===== src/logic/torque_boost_map.svh =====
`ifndef TORQUE_BOOST_MAP_SVH
`define TORQUE_BOOST_MAP_SVH

// Parameter addresses on the register port.
`define ADDR_PRIMARY_BOOST   10'h000
`define ADDR_SECOND_BOOST    10'h02e
`define ADDR_APPLIED_MOTOR   10'h047
`define ADDR_MOTOR_CAPACITY  10'h050
`define ADDR_MOTOR_POLES     10'h051
`define ADDR_SPEED_GAIN      10'h059
`define ADDR_USER_GROUP      10'h0a0
`define ADDR_TERM_FIRST      10'h0b2
`define ADDR_TERM_LAST       10'h0b8
`define ADDR_CTRL_METHOD     10'h320
`define ADDR_STATUS          10'h3f0
`define ADDR_FAULT_CLEAR     10'h3f1

// Parameter encodings; boost in 0.1 %, capacity in 0.01 kW.
`define PARAM_DISABLED       16'h270f
`define BOOST_MAX            16'h012c
`define BOOST_CT_FROM        16'h001e
`define BOOST_CT_TO          16'h0014
`define CAPACITY_MIN         16'h000a
`define CAPACITY_MAX         16'h05dc
`define GAIN_MAX             16'h00c8
`define GAIN_MOTOR_MATCHED   8'h64
`define CTRL_ADVANCED        16'h0014
`define CTRL_GENERAL         16'h001e
`define FUNC_SECOND          16'h0003

// Reset values.
`define RST_PRIMARY_BOOST    16'h001e
`define RST_SECOND_BOOST     16'h270f
`define RST_APPLIED_MOTOR    16'h0000
`define RST_MOTOR_CAPACITY   16'h270f
`define RST_MOTOR_POLES      16'h270f
`define RST_SPEED_GAIN       16'h270f
`define RST_CTRL_METHOD      16'h0014
`define RST_USER_GROUP       16'h0000
`define RST_TERM_FUNC        16'h0000

// Status and fault clear bit positions.
`define STAT_MODE_LSB        0
`define STAT_SECOND          2
`define STAT_OC_ALARM        3
`define STAT_ACCEL_TRIP      4
`define STAT_MOTOR_OL        5
`define STAT_DRIVE_OL        6
`define STAT_REJECT          7

// Current thresholds in percent of rated current.
`define CUR_OC_LIMIT         10'h096
`define CUR_MOTOR_OL         10'h064
`define CUR_DRIVE_OL         10'h078

// Timing.
`define CLK_PERIOD_NS        10
`define OC_TRIP_NS           20000
`define MOTOR_OL_NS          30000
`define DRIVE_OL_NS          20000
`define OC_TRIP_CYCLES  ((`OC_TRIP_NS + `CLK_PERIOD_NS - 1) / `CLK_PERIOD_NS)
`define MOTOR_OL_CYCLES ((`MOTOR_OL_NS + `CLK_PERIOD_NS - 1) / `CLK_PERIOD_NS)
`define DRIVE_OL_CYCLES ((`DRIVE_OL_NS + `CLK_PERIOD_NS - 1) / `CLK_PERIOD_NS)

// Voltage and frequency scaling.
`define FULL_SCALE_V         11'h3e8
`define FRAC_ONE             11'h400
`define TERM_COUNT           7

`endif


===== src/logic/torque_boost_pkg.sv =====
package torque_boost_pkg;

  typedef enum logic [1:0] {
    mode_vf,
    mode_advanced,
    mode_general
  } control_mode_t;

  typedef enum logic [1:0] {
    oc_idle,
    oc_alarm,
    oc_trip
  } oc_state_t;

endpackage


===== src/logic/pin_sync.sv =====
`timescale 1ns/100ps

module pin_sync #(
  parameter int WIDTH = 1
) (
  input  wire logic             i_sys_clk,
  input  wire logic             i_rst_n,
  input  wire logic             i_clk_en,
  input  wire logic [WIDTH-1:0] i_async,
  output logic      [WIDTH-1:0] o_sync
);

  logic [WIDTH-1:0] meta;

  always_ff @(posedge i_sys_clk or negedge i_rst_n) begin
    if (!i_rst_n) begin
      meta   <= '0;
      o_sync <= '0;
    end else if (i_clk_en) begin
      meta   <= i_async;
      o_sync <= meta;
    end
  end

endmodule


===== src/logic/vf_curve.sv =====
`timescale 1ns/100ps
`include "torque_boost_map.svh"

module vf_curve (
  input  wire logic        i_sys_clk,
  input  wire logic        i_rst_n,
  input  wire logic        i_clk_en,
  input  wire logic [10:0] i_boost,
  input  wire logic [10:0] i_freq_frac,
  input  wire logic [10:0] i_comp,
  output logic      [10:0] o_voltage
);

  // The line runs from the boost level at 0 Hz to full voltage at the operating point.
  wire [10:0] clamped_frac = (i_freq_frac > `FRAC_ONE) ? `FRAC_ONE : i_freq_frac;
  wire [10:0] span         = `FULL_SCALE_V - i_boost;
  wire [21:0] product      = span * clamped_frac;
  wire [12:0] sum          = {2'b00, i_boost} + {2'b00, product[20:10]} + {2'b00, i_comp};
  wire [10:0] next_voltage = (sum > {2'b00, `FULL_SCALE_V}) ? `FULL_SCALE_V : sum[10:0];

  always_ff @(posedge i_sys_clk or negedge i_rst_n) begin
    if (!i_rst_n) begin
      o_voltage <= 11'h000;
    end else if (i_clk_en) begin
      o_voltage <= next_voltage;
    end
  end

endmodule


===== src/logic/torque_boost_control_select.sv =====
`timescale 1ns/100ps
`include "torque_boost_map.svh"

// Summary of operation
// RULE1 - The primary boost sets the 0 Hz output voltage as 0 to 30 percent of full voltage.
// RULE2 - Output voltage rises linearly with frequency from the boost level to the operating point.
// RULE3 - The second boost (0 to 30 percent, 9999 meaning none) applies while second function is on.
// RULE4 - Second function comes from any input terminal whose function parameter holds 3.
// RULE5 - Second function on also enables every other second parameter set (the code switches only the second boost and reports the signal).
// RULE6 - Both boost values act only under V/F control and are ignored under flux vector control.
// RULE7 - A primary boost of 3 percent becomes 2 percent when a constant-torque motor is selected.
// RULE8 - The applied motor code takes only the listed codes and starts at 0.
// RULE9 - Motor capacity takes 0.1 to 15 kW or 9999, its initial value, which forces V/F control.
// RULE10 - Pole count takes 2, 4, 6, 8, 10 or 9999, its initial value, which forces V/F control.
// RULE11 - Speed gain scales slip response 0 to 200 percent, 9999 using the motor-matched gain.
// RULE12 - Control method takes 20 (advanced, initial) or 30 (general) and needs both motor values.
// RULE13 - These parameters are writable only while the user group read selection is zero.
// RULE14 - Advanced flux vector control compensates voltage by load current and slips frequency.
// RULE15 - Software should step the boost by about half a percent and keep it near ten percent.
// RULE16 - Excess current gives an alarm then an acceleration trip; overload gives overload trips.
// RULE17 - Capacity or pole count at 9999 forces V/F control whatever the method setting.
module torque_boost_control_select
  import torque_boost_pkg::*;
(
  input  wire logic          i_sys_clk,
  input  wire logic          i_rst_n,
  input  wire logic          i_clk_en,
  input  wire logic [9:0]    i_addr,
  input  wire logic [15:0]   i_wdata,
  input  wire logic          i_wr,
  input  wire logic          i_rd,
  output logic      [15:0]   o_rdata,
  input  wire logic [6:0]    i_terminal,
  input  wire logic          i_accel,
  input  wire logic [10:0]   i_freq_frac,
  input  wire logic [9:0]    i_motor_current,
  output logic      [10:0]   o_voltage_pct,
  output logic      [10:0]   o_freq_out,
  output control_mode_t      o_control_mode,
  output logic               o_second_func_active,
  output logic      [7:0]    o_speed_gain_pct,
  output logic               o_overcurrent_alarm,
  output logic               o_accel_overcurrent_trip,
  output logic               o_motor_overload_trip,
  output logic               o_drive_overload_trip
);

  logic [15:0] primary_boost_pct;
  logic [15:0] second_boost_pct;
  logic [15:0] applied_motor_code;
  logic [15:0] motor_capacity_kw;
  logic [15:0] motor_pole_count;
  logic [15:0] speed_loop_gain_pct;
  logic [15:0] control_method_code;
  logic [15:0] user_group_read_sel;
  logic [15:0] input_terminal_func [`TERM_COUNT];
  logic        write_rejected;
  logic [6:0]  terminal_sync;
  oc_state_t   oc_state;
  oc_state_t   next_oc_state;
  logic [11:0] oc_count;
  logic [11:0] motor_ol_count;
  logic [11:0] drive_ol_count;

  function automatic logic motor_code_valid(input logic [15:0] code);
    case (code)
      16'h0000, 16'h0001, 16'h0003, 16'h0004, 16'h0005, 16'h0006,
      16'h000d, 16'h000e, 16'h000f, 16'h0010, 16'h0017, 16'h0018,
      16'h0028, 16'h002b, 16'h002c, 16'h0032, 16'h0035, 16'h0036: motor_code_valid = 1'b1;
      default: motor_code_valid = 1'b0;
    endcase
  endfunction

  function automatic logic motor_code_const_torque(input logic [15:0] code);
    case (code)
      16'h0001, 16'h000d, 16'h0017, 16'h002b, 16'h0035: motor_code_const_torque = 1'b1;
      default: motor_code_const_torque = 1'b0;
    endcase
  endfunction

  pin_sync #(
    .WIDTH (7)
  ) u_terminal_sync (
    .i_sys_clk (i_sys_clk),
    .i_rst_n   (i_rst_n),
    .i_clk_en  (i_clk_en),
    .i_async   (i_terminal),
    .o_sync    (terminal_sync)
  );

  // Address decode.
  wire sel_primary  = (i_addr == `ADDR_PRIMARY_BOOST);
  wire sel_second   = (i_addr == `ADDR_SECOND_BOOST);
  wire sel_motor    = (i_addr == `ADDR_APPLIED_MOTOR);
  wire sel_capacity = (i_addr == `ADDR_MOTOR_CAPACITY);
  wire sel_poles    = (i_addr == `ADDR_MOTOR_POLES);
  wire sel_gain     = (i_addr == `ADDR_SPEED_GAIN);
  wire sel_method   = (i_addr == `ADDR_CTRL_METHOD);
  wire sel_group    = (i_addr == `ADDR_USER_GROUP);
  wire sel_term     = (i_addr >= `ADDR_TERM_FIRST) && (i_addr <= `ADDR_TERM_LAST);
  wire sel_status   = (i_addr == `ADDR_STATUS);
  wire sel_clear    = (i_addr == `ADDR_FAULT_CLEAR);
  wire [9:0] term_offset = i_addr - `ADDR_TERM_FIRST;
  wire [2:0] term_index  = term_offset[2:0];

  // Value checks per parameter.
  wire boost_ok    = (i_wdata <= `BOOST_MAX); // see RULE1
  wire second_ok   = (i_wdata <= `BOOST_MAX) || (i_wdata == `PARAM_DISABLED); // see RULE3
  wire motor_ok    = motor_code_valid(i_wdata); // see RULE8
  wire capacity_ok = ((i_wdata >= `CAPACITY_MIN) && (i_wdata <= `CAPACITY_MAX))
                     || (i_wdata == `PARAM_DISABLED); // see RULE9
  wire poles_ok    = ((i_wdata >= 16'h0002) && (i_wdata <= 16'h000a) && !i_wdata[0])
                     || (i_wdata == `PARAM_DISABLED); // see RULE10
  wire gain_ok     = (i_wdata <= `GAIN_MAX) || (i_wdata == `PARAM_DISABLED); // see RULE11
  wire method_ok   = (i_wdata == `CTRL_ADVANCED) || (i_wdata == `CTRL_GENERAL); // see RULE12

  // Parameters lock while the user group selection is nonzero; the selection itself never locks.
  wire params_open = (user_group_read_sel == 16'h0000); // see RULE13
  wire wr_en       = i_wr && i_clk_en;
  wire wr_param    = wr_en && params_open;
  wire wr_primary  = wr_param && sel_primary && boost_ok;
  wire wr_second   = wr_param && sel_second && second_ok;
  wire wr_motor    = wr_param && sel_motor && motor_ok;
  wire wr_capacity = wr_param && sel_capacity && capacity_ok;
  wire wr_poles    = wr_param && sel_poles && poles_ok;
  wire wr_gain     = wr_param && sel_gain && gain_ok;
  wire wr_method   = wr_param && sel_method && method_ok;
  wire wr_term     = wr_param && sel_term;
  wire param_hit   = sel_primary || sel_second || sel_motor || sel_capacity || sel_poles
                     || sel_gain || sel_method || sel_term;
  wire accepted    = wr_primary || wr_second || wr_motor || wr_capacity || wr_poles
                     || wr_gain || wr_method || wr_term;
  wire reject_now  = wr_en && param_hit && !accepted;
  wire wr_clear    = wr_en && sel_clear;

  // Selecting a constant-torque motor drops a primary boost of 3 % to 2 %.
  wire ct_rewrite  = wr_motor && motor_code_const_torque(i_wdata)
                     && (primary_boost_pct == `BOOST_CT_FROM); // see RULE7

  always_ff @(posedge i_sys_clk or negedge i_rst_n) begin
    if (!i_rst_n) begin
      primary_boost_pct   <= `RST_PRIMARY_BOOST;
      second_boost_pct    <= `RST_SECOND_BOOST;
      applied_motor_code  <= `RST_APPLIED_MOTOR;
      motor_capacity_kw   <= `RST_MOTOR_CAPACITY;
      motor_pole_count    <= `RST_MOTOR_POLES;
      speed_loop_gain_pct <= `RST_SPEED_GAIN;
      control_method_code <= `RST_CTRL_METHOD;
      user_group_read_sel <= `RST_USER_GROUP;
    end else begin
      if (wr_primary) begin
        primary_boost_pct <= i_wdata;
      end else if (ct_rewrite) begin
        primary_boost_pct <= `BOOST_CT_TO; // see RULE7
      end
      if (wr_second) begin
        second_boost_pct <= i_wdata;
      end
      if (wr_motor) begin
        applied_motor_code <= i_wdata;
      end
      if (wr_capacity) begin
        motor_capacity_kw <= i_wdata;
      end
      if (wr_poles) begin
        motor_pole_count <= i_wdata;
      end
      if (wr_gain) begin
        speed_loop_gain_pct <= i_wdata;
      end
      if (wr_method) begin
        control_method_code <= i_wdata;
      end
      if (wr_en && sel_group) begin
        user_group_read_sel <= i_wdata;
      end
    end
  end

  always_ff @(posedge i_sys_clk or negedge i_rst_n) begin
    if (!i_rst_n) begin
      for (int t = 0; t < `TERM_COUNT; t++) begin
        input_terminal_func[t] <= `RST_TERM_FUNC;
      end
    end else if (wr_term) begin
      input_terminal_func[term_index] <= i_wdata;
    end
  end

  // A new rejection in the same cycle as the clear keeps the flag set.
  always_ff @(posedge i_sys_clk or negedge i_rst_n) begin
    if (!i_rst_n) begin
      write_rejected <= 1'b0;
    end else if (i_clk_en) begin
      write_rejected <= reject_now || (write_rejected && !(wr_clear && i_wdata[`STAT_REJECT]));
    end
  end

  // Any terminal assigned the second function drives it.
  logic [6:0] term_second;
  always_comb begin
    for (int t = 0; t < `TERM_COUNT; t++) begin
      term_second[t] = terminal_sync[t] && (input_terminal_func[t] == `FUNC_SECOND); // see RULE4
    end
  end
  wire second_active = |term_second;

  // Control method resolution.
  wire motor_known = (motor_capacity_kw != `PARAM_DISABLED)
                     && (motor_pole_count != `PARAM_DISABLED); // see RULE17
  control_mode_t next_mode;
  assign next_mode = !motor_known ? mode_vf :
                     (control_method_code == `CTRL_GENERAL) ? mode_general :
                     mode_advanced; // see RULE12

  // Boost selection; the second set needs both the signal and a value other than 9999.
  wire use_second  = second_active && (second_boost_pct != `PARAM_DISABLED); // see RULE3
  wire [15:0] boost_sel = use_second ? second_boost_pct : primary_boost_pct;
  wire [10:0] boost_eff = (next_mode == mode_vf) ? boost_sel[10:0] : 11'h000; // see RULE6

  // Gain of 9999 falls back to the motor-matched value.
  wire [7:0] gain_eff = (speed_loop_gain_pct == `PARAM_DISABLED) ?
                        `GAIN_MOTOR_MATCHED : speed_loop_gain_pct[7:0]; // see RULE11

  // Load compensation: voltage lifts with current outside V/F, slip compensation only when advanced.
  wire [10:0] volt_comp = (next_mode == mode_vf) ? 11'h000 : {4'h0, i_motor_current[9:3]}; // see RULE14
  wire [17:0] slip_prod = i_motor_current * gain_eff;
  wire [11:0] slip_sum  = {1'b0, i_freq_frac} + {4'h0, slip_prod[17:10]};
  wire [10:0] next_freq = (next_mode != mode_advanced) ? i_freq_frac :
                          slip_sum[11] ? 11'h7ff : slip_sum[10:0]; // see RULE14

  vf_curve u_vf_curve (
    .i_sys_clk   (i_sys_clk),
    .i_rst_n     (i_rst_n),
    .i_clk_en    (i_clk_en),
    .i_boost     (boost_eff),
    .i_freq_frac (i_freq_frac),
    .i_comp      (volt_comp),
    .o_voltage   (o_voltage_pct)
  ); // see RULE2

  always_ff @(posedge i_sys_clk or negedge i_rst_n) begin
    if (!i_rst_n) begin
      o_control_mode       <= mode_vf;
      o_second_func_active <= 1'b0;
      o_speed_gain_pct     <= 8'h00;
      o_freq_out           <= 11'h000;
    end else if (i_clk_en) begin
      o_control_mode       <= next_mode;
      o_second_func_active <= second_active; // see RULE5
      o_speed_gain_pct     <= (next_mode == mode_advanced) ? gain_eff : 8'h00;
      o_freq_out           <= next_freq;
    end
  end

  // Overcurrent: alarm at once, trip if it persists during acceleration.
  wire over_current = (i_motor_current > `CUR_OC_LIMIT);
  wire oc_expired   = (oc_count == 12'(`OC_TRIP_CYCLES - 1));
  wire clr_accel    = wr_clear && i_wdata[`STAT_ACCEL_TRIP];

  always_comb begin
    next_oc_state = oc_state;
    case (oc_state)
      oc_idle: begin
        if (over_current) begin
          next_oc_state = oc_alarm; // see RULE16
        end
      end
      oc_alarm: begin
        if (!over_current) begin
          next_oc_state = oc_idle;
        end else if (i_accel && oc_expired) begin
          next_oc_state = oc_trip; // see RULE16
        end
      end
      oc_trip: begin
        if (clr_accel) begin
          next_oc_state = oc_idle;
        end
      end
      default: next_oc_state = oc_idle;
    endcase
  end

  always_ff @(posedge i_sys_clk or negedge i_rst_n) begin
    if (!i_rst_n) begin
      oc_state <= oc_idle;
      oc_count <= 12'h000;
    end else if (i_clk_en) begin
      oc_state <= next_oc_state;
      oc_count <= (oc_state == oc_alarm && i_accel && !oc_expired) ? oc_count + 12'h001 : 12'h000;
    end
  end

  // Overload timers run while current stays above each rating; trips latch until cleared.
  wire motor_ol_hit = (i_motor_current > `CUR_MOTOR_OL)
                      && (motor_ol_count == 12'(`MOTOR_OL_CYCLES - 1));
  wire drive_ol_hit = (i_motor_current > `CUR_DRIVE_OL)
                      && (drive_ol_count == 12'(`DRIVE_OL_CYCLES - 1));

  always_ff @(posedge i_sys_clk or negedge i_rst_n) begin
    if (!i_rst_n) begin
      motor_ol_count <= 12'h000;
      drive_ol_count <= 12'h000;
    end else if (i_clk_en) begin
      motor_ol_count <= (i_motor_current > `CUR_MOTOR_OL && !motor_ol_hit) ?
                        motor_ol_count + 12'h001 : 12'h000;
      drive_ol_count <= (i_motor_current > `CUR_DRIVE_OL && !drive_ol_hit) ?
                        drive_ol_count + 12'h001 : 12'h000;
    end
  end

  // A trip arriving with its clear stays set.
  always_ff @(posedge i_sys_clk or negedge i_rst_n) begin
    if (!i_rst_n) begin
      o_overcurrent_alarm      <= 1'b0;
      o_accel_overcurrent_trip <= 1'b0;
      o_motor_overload_trip    <= 1'b0;
      o_drive_overload_trip    <= 1'b0;
    end else if (i_clk_en) begin
      o_overcurrent_alarm      <= (next_oc_state == oc_alarm); // see RULE16
      o_accel_overcurrent_trip <= (next_oc_state == oc_trip); // see RULE16
      o_motor_overload_trip    <= motor_ol_hit
                                  || (o_motor_overload_trip && !(wr_clear && i_wdata[`STAT_MOTOR_OL]));
      o_drive_overload_trip    <= drive_ol_hit
                                  || (o_drive_overload_trip && !(wr_clear && i_wdata[`STAT_DRIVE_OL]));
    end
  end

  // Read path.
  wire [15:0] status_word = {8'h00, write_rejected, o_drive_overload_trip, o_motor_overload_trip,
                             o_accel_overcurrent_trip, o_overcurrent_alarm, o_second_func_active,
                             o_control_mode};
  wire [15:0] read_mux = sel_primary  ? primary_boost_pct :
                         sel_second   ? second_boost_pct :
                         sel_motor    ? applied_motor_code :
                         sel_capacity ? motor_capacity_kw :
                         sel_poles    ? motor_pole_count :
                         sel_gain     ? speed_loop_gain_pct :
                         sel_method   ? control_method_code :
                         sel_group    ? user_group_read_sel :
                         sel_term     ? input_terminal_func[term_index] :
                         sel_status   ? status_word :
                         16'h0000;

  always_ff @(posedge i_sys_clk or negedge i_rst_n) begin
    if (!i_rst_n) begin
      o_rdata <= 16'h0000;
    end else if (i_clk_en) begin
      o_rdata <= i_rd ? read_mux : 16'h0000;
    end
  end

endmodule


===== config.mk =====
export PLATFORM = sky130hd
export DESIGN_NAME = torque_boost_control_select
export DESIGN_NICKNAME = d
export VERILOG_FILES = /design/src/logic/torque_boost_pkg.sv /design/src/logic/pin_sync.sv /design/src/logic/vf_curve.sv /design/src/logic/torque_boost_control_select.sv
export VERILOG_INCLUDE_DIRS = /design/src /design/src/logic
export SDC_FILE = /design/constraint.sdc
export NUM_CORES = 1
export LEC_CHECK = 0
export BUFFER_PORTS_ARGS = -buffer_cell sky130_fd_sc_hd__buf_2
export CELL_PAD_IN_SITES_DETAIL_PLACEMENT = 2
export CELL_PAD_IN_SITES_GLOBAL_PLACEMENT = 2
export CORE_ASPECT_RATIO = 1.4
export CORE_MARGIN = 1
export CORE_UTILIZATION = 41
export CTS_CLUSTER_SIZE = 28
export DETAILED_ROUTE_END_ITERATION = 6
export GPL_TIMING_DRIVEN = 1
export PLACE_DENSITY_LB_ADDON = 0.1
export SLEW_MARGIN = 5
export SYNTH_ARGS = -nofsm -noshare
export SYNTH_HDL_FRONTEND = slang
export SYNTH_HIERARCHICAL = 1
export SYNTH_SLANG_ARGS = --single-unit

===== constraint.sdc =====
create_clock -name i_sys_clk -period 13.7 [get_ports i_sys_clk]
set_input_delay 1.37 -clock i_sys_clk [delete_from_list [all_inputs] [get_ports i_sys_clk]]
set_output_delay 1.37 -clock i_sys_clk [all_outputs]
set_load 0.1 [all_outputs]

; ---- Word level (Yosys, flattened, before mapping)
; Memory sizes are Yosys's and may differ from the RTL's.
; Index checks and enable logic that the tools add are counted.
[op_classes]
eq_ne = 39
bitwise_logic = 1
add_sub_neg = 8
n_reduce_logical = 89
div = 0
mux = 40
n_lt_le_gt_ge = 15
mul = 2
n_shift = 0
[op_table]
columns = operator, count
row1 = 16-bit two-way mux, 15
row2 = 112-bit bitwise mux, 1
row3 = 16-bit by 2-bit == test with 1-bit output (second input constant), 7
row4 = 16-bit by 5-bit == test with 1-bit output (second input constant), 5
row5 = 11-bit two-way mux, 6
row6 = 1-bit logical AND, 51
row7 = 16-bit binary-select mux with 3-bit select, 1
row8 = 16-bit demux with 3-bit select, 1
row9 = 16-bit by 14-bit inequality test with 1-bit output (second input constant), 3
row10 = 10-bit by 7-bit == test with 1-bit output (second input constant), 4
row11 = 12-bit by 1-bit adder with 12-bit output (second input constant), 3
row12 = 12-bit two-way mux, 3
row13 = 16-bit by 14-bit == test with 1-bit output (second input constant), 2
row14 = 16-bit by 6-bit == test with 1-bit output (second input constant), 2
row15 = 10-bit == test (second input constant), 3
row16 = 12-bit by 11-bit == test with 1-bit output (second input constant), 2
row17 = 8-bit two-way mux, 3
row18 = 1-bit logical OR, 22
row19 = 11-bit by 11-bit multiplier with 21-bit output, 1
row20 = 10-bit by 7-bit greater-than comparator with 1-bit output (second input constant), 2
row21 = 10-bit logical NOT, 2
row22 = 10-bit by 8-bit multiplier with 18-bit output, 1
row23 = 16-bit by 1-bit == test with 1-bit output (second input constant), 1
row24 = 16-bit by 4-bit == test with 1-bit output (second input constant), 1
row25 = other kinds (35), 52
[word_totals]
n_memories = 1
out_inout_bits = 53
ram_bits = 0
mem_bits_ro = 64
latchBits = 0
reg_bits = 346
elab_cells = 227
in_bits = 60
[memory_table]
columns = memory, words, width, rd, rd_clocked_by_memory_dff, write_ports, line_no
row1 = (name not given), 64, 1, 1, 0, 0, torque_boost_control_select.sv:66  ; case (code)

; ---- Logic depth before layout (Yosys ltp)
[depth]
word_depth = 15
mapped_depth = 41
ltp_nobuf = 39

; ---- Cells and area by module
; The synthesis kept the hierarchy.
[modules_own_cells]
columns = mod, seq_area_each_um2, n_inst, cells_per_inst, area_each_um2
row1 = torque_boost_control_select, 8080.2, 1, 1793, 18681.7
row2 = vf_curve, 275.3, 1, 604, 5158.7
row3 = pin_sync, 350.3, 1, 29, 519.2

; ---- Least setup slack after synthesis
; Ideal clock, no wire load.
[synth_path]
path_type = reg2reg
from = reg motor_pole_count[13]
to = reg u_vf_curve.o_voltage[0]
path_buffers = 2
t_arrival_ps = 9975
setup_slack_ps = 3605
setup_time_ps = 120
period_less_slack_ps = 10095
stages_incl_launch_ff = 33
required_time_ps = 13580
cell_sequence = dfstp_2 > or4b_2 > nor4_1 > nor2_1 > clkbuf_1 > nor2_1 > inv_1 > ha_1 > nor2b_1 > o21ai_0 > nand3_1 > xor2_1 > nand2_1 > fa_1 > inv_1 > fa_1 > fa_1 > fa_1 > fa_1 > ha_1 > clkbuf_1 > a21o_1 > nor2_1 > a21oi_1 > o2bb2ai_1 > o41ai_1 > xnor2_1 > fa_1 > ha_1 > or4b_1 > and3_4 > or4b_4 > a41o_1
[synth_via]
elab_chain_cells = 11
elab_cells_between_ends = 12
cone_classes = add/sub (3) / mul (1) / order compare (1) / eq/ne (1) / mux (4) / reduce/logical (2)
[synth_rtl]
columns = element, line_no
row1 = from (decl), torque_boost_control_select.sv:52  ; logic [15:0] motor_pole_count;
row2 = from (signal assigned), torque_boost_control_select.sv:146  ; motor_pole_count <= `RST_MOTOR_POLES;
row3 = from (signal assigned), torque_boost_control_select.sv:166  ; motor_pole_count <= i_wdata;
row4 = 16-bit by 14-bit inequality test with 1-bit output (no line) *, n/a
row5 = 1-bit logical AND *, torque_boost_control_select.sv:209  ; wire motor_known = (motor_capacity_kw != `PARAM_DISABLED)
row6 = 2-bit two-way mux *, torque_boost_control_select.sv:212  ; assign next_mode = !motor_known ? mode_vf :
row7 = 2-bit logical NOT *, torque_boost_control_select.sv:219  ; wire [10:0] boost_eff = (next_mode == mode_vf) ? boost_sel[10:0] : 11'h000;
row8 = 11-bit two-way mux *, torque_boost_control_select.sv:219
row9 = named net boost_eff[0], torque_boost_control_select.sv:219
row10 = 10-bit by 11-bit subtractor with 11-bit output (no line), n/a
row11 = 11-bit by 11-bit multiplier with 21-bit output, vf_curve.sv:17  ; wire [21:0] product = span * clamped_frac;
row12 = 11-bit by 11-bit adder with 12-bit output *, vf_curve.sv:18  ; wire [12:0] sum = {2'b00, i_boost} + {2'b00, product[20:10]} + {2'b00, i_comp};
row13 = 13-bit by 7-bit adder with 13-bit output *, vf_curve.sv:18
row14 = 13-bit by 10-bit greater-than comparator with 1-bit output, vf_curve.sv:19  ; wire [10:0] next_voltage = (sum > {2'b00, `FULL_SCALE_V}) ? `FULL_SCALE_V : sum[10:0];
row15 = 11-bit two-way mux *, vf_curve.sv:19
row16 = to (signal assigned), vf_curve.sv:25  ; o_voltage <= next_voltage;
row17 = to (decl), vf_curve.sv:11  ; output logic [10:0] o_voltage
; The timed path passes the listed nets; every way through them passes the cells marked *.
; A chain may end at the register's enable or synchronous reset.

; ---- Worst setup path after layout
[layout_path]
from = reg second_boost_pct[13]
to = reg u_vf_curve.o_voltage[3]
[layout_via]
elab_chain_cells = 10
[layout_rtl]
columns = element, line_no
row1 = from (decl), torque_boost_control_select.sv:49  ; logic [15:0] second_boost_pct;
row2 = from (signal assigned), torque_boost_control_select.sv:143  ; second_boost_pct <= `RST_SECOND_BOOST;
row3 = from (signal assigned), torque_boost_control_select.sv:157  ; second_boost_pct <= i_wdata;
row4 = 16-bit by 14-bit inequality test with 1-bit output (no line) *, n/a
row5 = 1-bit logical AND *, torque_boost_control_select.sv:217  ; wire use_second = second_active && (second_boost_pct != `PARAM_DISABLED);
row6 = 11-bit two-way mux *, torque_boost_control_select.sv:218  ; wire [15:0] boost_sel = use_second ? second_boost_pct : primary_boost_pct;
row7 = 11-bit two-way mux *, torque_boost_control_select.sv:219
row8 = named net boost_eff[0], torque_boost_control_select.sv:219
row9 = 10-bit by 11-bit subtractor with 11-bit output (no line), n/a
row10 = 11-bit by 11-bit multiplier with 21-bit output, vf_curve.sv:17
row11 = 11-bit by 11-bit adder with 12-bit output *, vf_curve.sv:18
row12 = 13-bit by 7-bit adder with 13-bit output *, vf_curve.sv:18
row13 = 13-bit by 10-bit greater-than comparator with 1-bit output, vf_curve.sv:19
row14 = 11-bit two-way mux *, vf_curve.sv:19
; Marked as above.

==> results.tsv <==
stage	metric	value	unit
layout	drive_above_1_share	16.5	%
floorplanning	core_area	58700	um^2
layout	nets	2787	
min_path	worstHoldPathType	flop to flop	
synthesis	ys_warn_count	6	
global_route	use_met1	33.1	%
sta	setup_viol	0	
synthesis	async_flop_share	100	%
synthesis	synthSimpleGateAreaFrac	17.6	%
sta	hold_viol	0	
worst_setup_path	cp_slowest_cell	nor4_1	
layout	area.growth.synth_to_final	9.91	%
power_and_ir_drop	p_sw	1.28	mW
layout	regArea	8710	um^2
synthesis	syn-cell-area	24400	um^2
floorplanning	initial_core_util	41.5	%
synthesis	synth-edff-count	0	
worst_setup_path	path_delay_family	adder cells	
power_and_ir_drop	p_sw_share	37.6	%
synthesis	netlist_instances	2426	
sta	worst_slack	1280	ps
global_route	busiest_layer	met2	
synthesis	synth_compound_area_share	11.2	%
power_and_ir_drop	p_seq_share	32.2	%
detailed_routing	dr.first_iter.drc_count	748	
place	dp_hpwl	66000	um
place	placed_cell_area	25500	um^2
sta	relSlewSlack	23.3	%
place	numPortBuffers	112	
global_route	grt_pass1_vias	22200	
global_route	grt_use_total	29.8	%
worst_setup_path	cp.arrival	12810	ps
worst_setup_path	worst-path-buf-inv	5	
detailed_routing	drc_errors	0	
floorplanning	num_io_pins	113	
worst_setup_path	slowest_delay	910	ps
global_route	grt_use_met3	3.37	%
clock_tree	cts_inserted_buffers	38	
power_and_ir_drop	peakVddDrop	0.112	mV
layout	multi_input_area	14400	um^2
sta	worst_pin_slew	1140	ps
detailed_routing	first_pass_iters	6	
power_and_ir_drop	clkPwrFrac	31.5	%
clock_tree	post_cts_buffers	0	
worst_setup_path	worstPathRequired	14090	ps
clock_tree	cts_max_path_buffers	3	
global_route	grt_first_pass_wirelength	137000	um
power_and_ir_drop	pwr-share-comb	36.3	%
synthesis	synth_mux_area_share	9.94	%
synthesis	yosys.area_share.adder	17.6	%
run_status	status	complete, no violations	
power_and_ir_drop	leakage	13.0	nW
place	globalplace.congestion	0.873	
layout	design_area	26800	um^2
sta	fmax	80.5	MHz
clock_tree	clock_sinks	346	
layout	finish.utilization	45.6	%
worst_setup_path	rr_startpoint	second_boost_pct[13]	
clock_tree	htree_num_levels	2	
detailed_routing	wirelength	88500	um
detailed_routing	via_per_inst	5.91	
synthesis	synth.distinct_cells	87	
synthesis	ys_ff_latch	346	
sta	drv_slew	0	
clock_tree	clk_latency	580	ps
power_and_ir_drop	p_int	2.12	mW
floorplanning	die-area	60400	um^2
worst_setup_path	critical_path.max_fanout	11	
run	cap_violations	0	
sta	layout_min_cycle_time	12420	ps
detailed_routing	vias	19200	
worst_setup_path	endpoint_kind	flop	
floorplanning	std_cell_rows	105	
place	dpl_worst_slack	1440	ps
global_route	use_met2	54.5	%
floorplanning	die_h	290	um
synthesis	syn_area_per_cell	10.0	um^2
sta	skew	23.4	ps
min_path	hold_start	motor_pole_count[9]	
detailed_routing	ant_nets	0	
power_and_ir_drop	power_density	127	nW/um^2
sta	hold_ws	474	ps
global_route	grt_max_degree	90	
worst_setup_path	critPathMostFrequentCell	fa_1	
clock_tree	hold_buffers	0	
synthesis	synth_xor_area_share	2.84	%
floorplanning	die_w	208	um
clock_tree	cts_resized	0	
sta	fin_crit_sh	90.7	%
synthesis	ys_seq_area_share	35.7	%
layout	fillCellCount	6236	
synthesis	synth_ff_type	dfrtp_1	
synthesis	synth_top_family_by_area	adder cells	
worst_setup_path	worst-setup-path-type	flop to flop	
clock_tree	cts_tree	done	
sta	rsz0062_at_grt	no	
clock_tree	clk_pin_slew	60	ps
global_route	grt_antenna_before_repair	2	
global_route	gr-total-overflow	0	
worst_setup_path	start_kind	flop	
detailed_routing	wl_per_cell	27.2	um
sta	setup-tns-final	0	ps
clock_tree	cts_root_buf	clkbuf_16	
worst_setup_path	startpoint	second_boost_pct[13]	
[synthesized netlist by cell type, types with 30 or more instances]
| master | instances | share of area (%) |
|---|---|---|
| dfrtp_1 | 308 | 32 |
| nand2_1 | 220 | 3.4 |
| inv_1 | 183 | 2.8 |
| nor2_1 | 158 | 2.4 |
| fa_1 | 138 | 11 |
| mux2_2 | 134 | 6.2 |
| ha_1 | 121 | 6.2 |
| o21ai_0 | 119 | 2.4 |
| and2_1 | 115 | 3.0 |
| clkbuf_1 | 111 | 1.7 |
| a21oi_1 | 56 | 1.2 |
| and3_1 | 48 | 1.2 |
| xnor2_1 | 44 | 1.6 |
| mux2i_1 | 41 | 1.7 |
| nand2b_1 | 41 | 1.1 |
| nor2b_1 | 40 | 1.0 |
| dfstp_2 | 38 | 4.1 |
| xor2_1 | 35 | 1.3 |
| nand3_1 | 32 | 0.66 |
| nor4_1 | 32 | 0.82 |
| nand4_1 | 30 | 0.77 |
[state kept, by name (all words and copies together), names as in the netlist, 2 cells and up]
| name | flops |
|---|---|
| input_terminal_func | 112 |
| applied_motor_code | 16 |
| control_method_code | 16 |
| motor_capacity_kw | 16 |
| motor_pole_count | 16 |
| o_rdata | 16 |
| primary_boost_pct | 16 |
| second_boost_pct | 16 |
| speed_loop_gain_pct | 16 |
| user_group_read_sel | 16 |
| drive_ol_count | 12 |
| motor_ol_count | 12 |
| oc_count | 12 |
| o_freq_out | 11 |
| u_vf_curve/o_voltage | 11 |
| o_speed_gain_pct | 8 |
| u_terminal_sync/meta | 7 |
| u_terminal_sync/o_sync | 7 |
| o_control_mode | 2 |
| oc_state | 2 |
[worst reg2reg max path, delay by kind of cell, from the launching register on]
family	cells	cell delay [ps]
muxes	2	320
and+or+nand+nor	9	3480
AOI/OAI and AO/OA	8	2380
xor gates and xnor gates	2	720
buffers and inverters	5	740
DFF	1	540
adders and majority gates	9	4050
[power groups by stage]
stage                     Clock, mW  Combinational (mW)  Sequential (mW)
final                          1.07                1.23             1.09
after detailed placement          0                1.22             1.11
after floorplan                   0               0.793             1.21
after CTS                      1.09                1.24             1.09
after global placement            0                1.17             1.11
after global routing           1.13                1.35             1.10
[cell usage in the layout (no fill, tap or decap), types with 14 or more instances in the layout]
cell type,n
o2bb2ai_1,18
o22ai_1,14
nand2b_1,41
mux2_2,134
xor2_1,35
xnor2_1,44
clkbuf_16,39
nor3_1,22
a21oi_1,56
nor2b_1,40
fa_1,138
inv_1,183
clkbuf_1,15
ha_1,121
mux4_2,16
buf_4,25
a31oi_1,23
nor2_1,158
nor4_1,32
nand2_1,220
o211ai_1,24
buf_2,110
nand4_1,30
a21o_1,21
and3_1,48
o21ai_0,119
or4_1,16
dfstp_2,38
nand3_1,32
mux2i_1,41
dfrtp_1,308
and2_1,115
[through the flow]
stage,total power [mW],instances
floorplan,2.00,2429
global placement,2.28,3177
detailed placement,2.33,3177
CTS,3.43,3247
global route,3.57,3247
finish,3.39,3250
[layer usage]
metal | share of wire [%] | wire length [um]
met4 | 6.5 | 5720
met2 | 53 | 46500
met3 | 3.0 | 2630
met1 | 38 | 33700
met5 | 0 | 0
[logic make-up after synthesis]
kind of cell / count (synthesis)
AO/OA/AOI/OAI: 405
XOR/XNOR: 79
adder cells (fa/ha/maj): 259
buffers and inverters: 320
flip-flops: 346
multiplexers: 202
other: 1
AND/OR/NAND/NOR: 814
[final cells by class]
| class | instances | area share (%) |
|---|---|---|
| clock buffer | 60 | 4.16 |
| clock inverter | 10 | 0.565 |
| inverter | 183 | 2.57 |
| sequential | 346 | 32.5 |
| timing repair buffer | 136 | 2.81 |
| antenna | 3 | 0.0280 |
| multi-input combinational | 1763 | 53.8 |
| tap | 749 | 3.50 |
[final timing paths]
path / endpoint / slack (ps) / cells past startpoint
max in group asynchronous: applied_motor_code[3] / 10560 / 3
setup reg to reg: u_vf_curve/o_voltage[3] / 1280 / 35
hold reg to reg: motor_pole_count[9] / 470 / 2
min in group asynchronous: o_freq_out[7] / 820 / 1
hold / removal: motor_pole_count[9] / 470 / 2
setup / recovery: u_vf_curve/o_voltage[3] / 1280 / 35
Power figures use the tool's default switching activity.
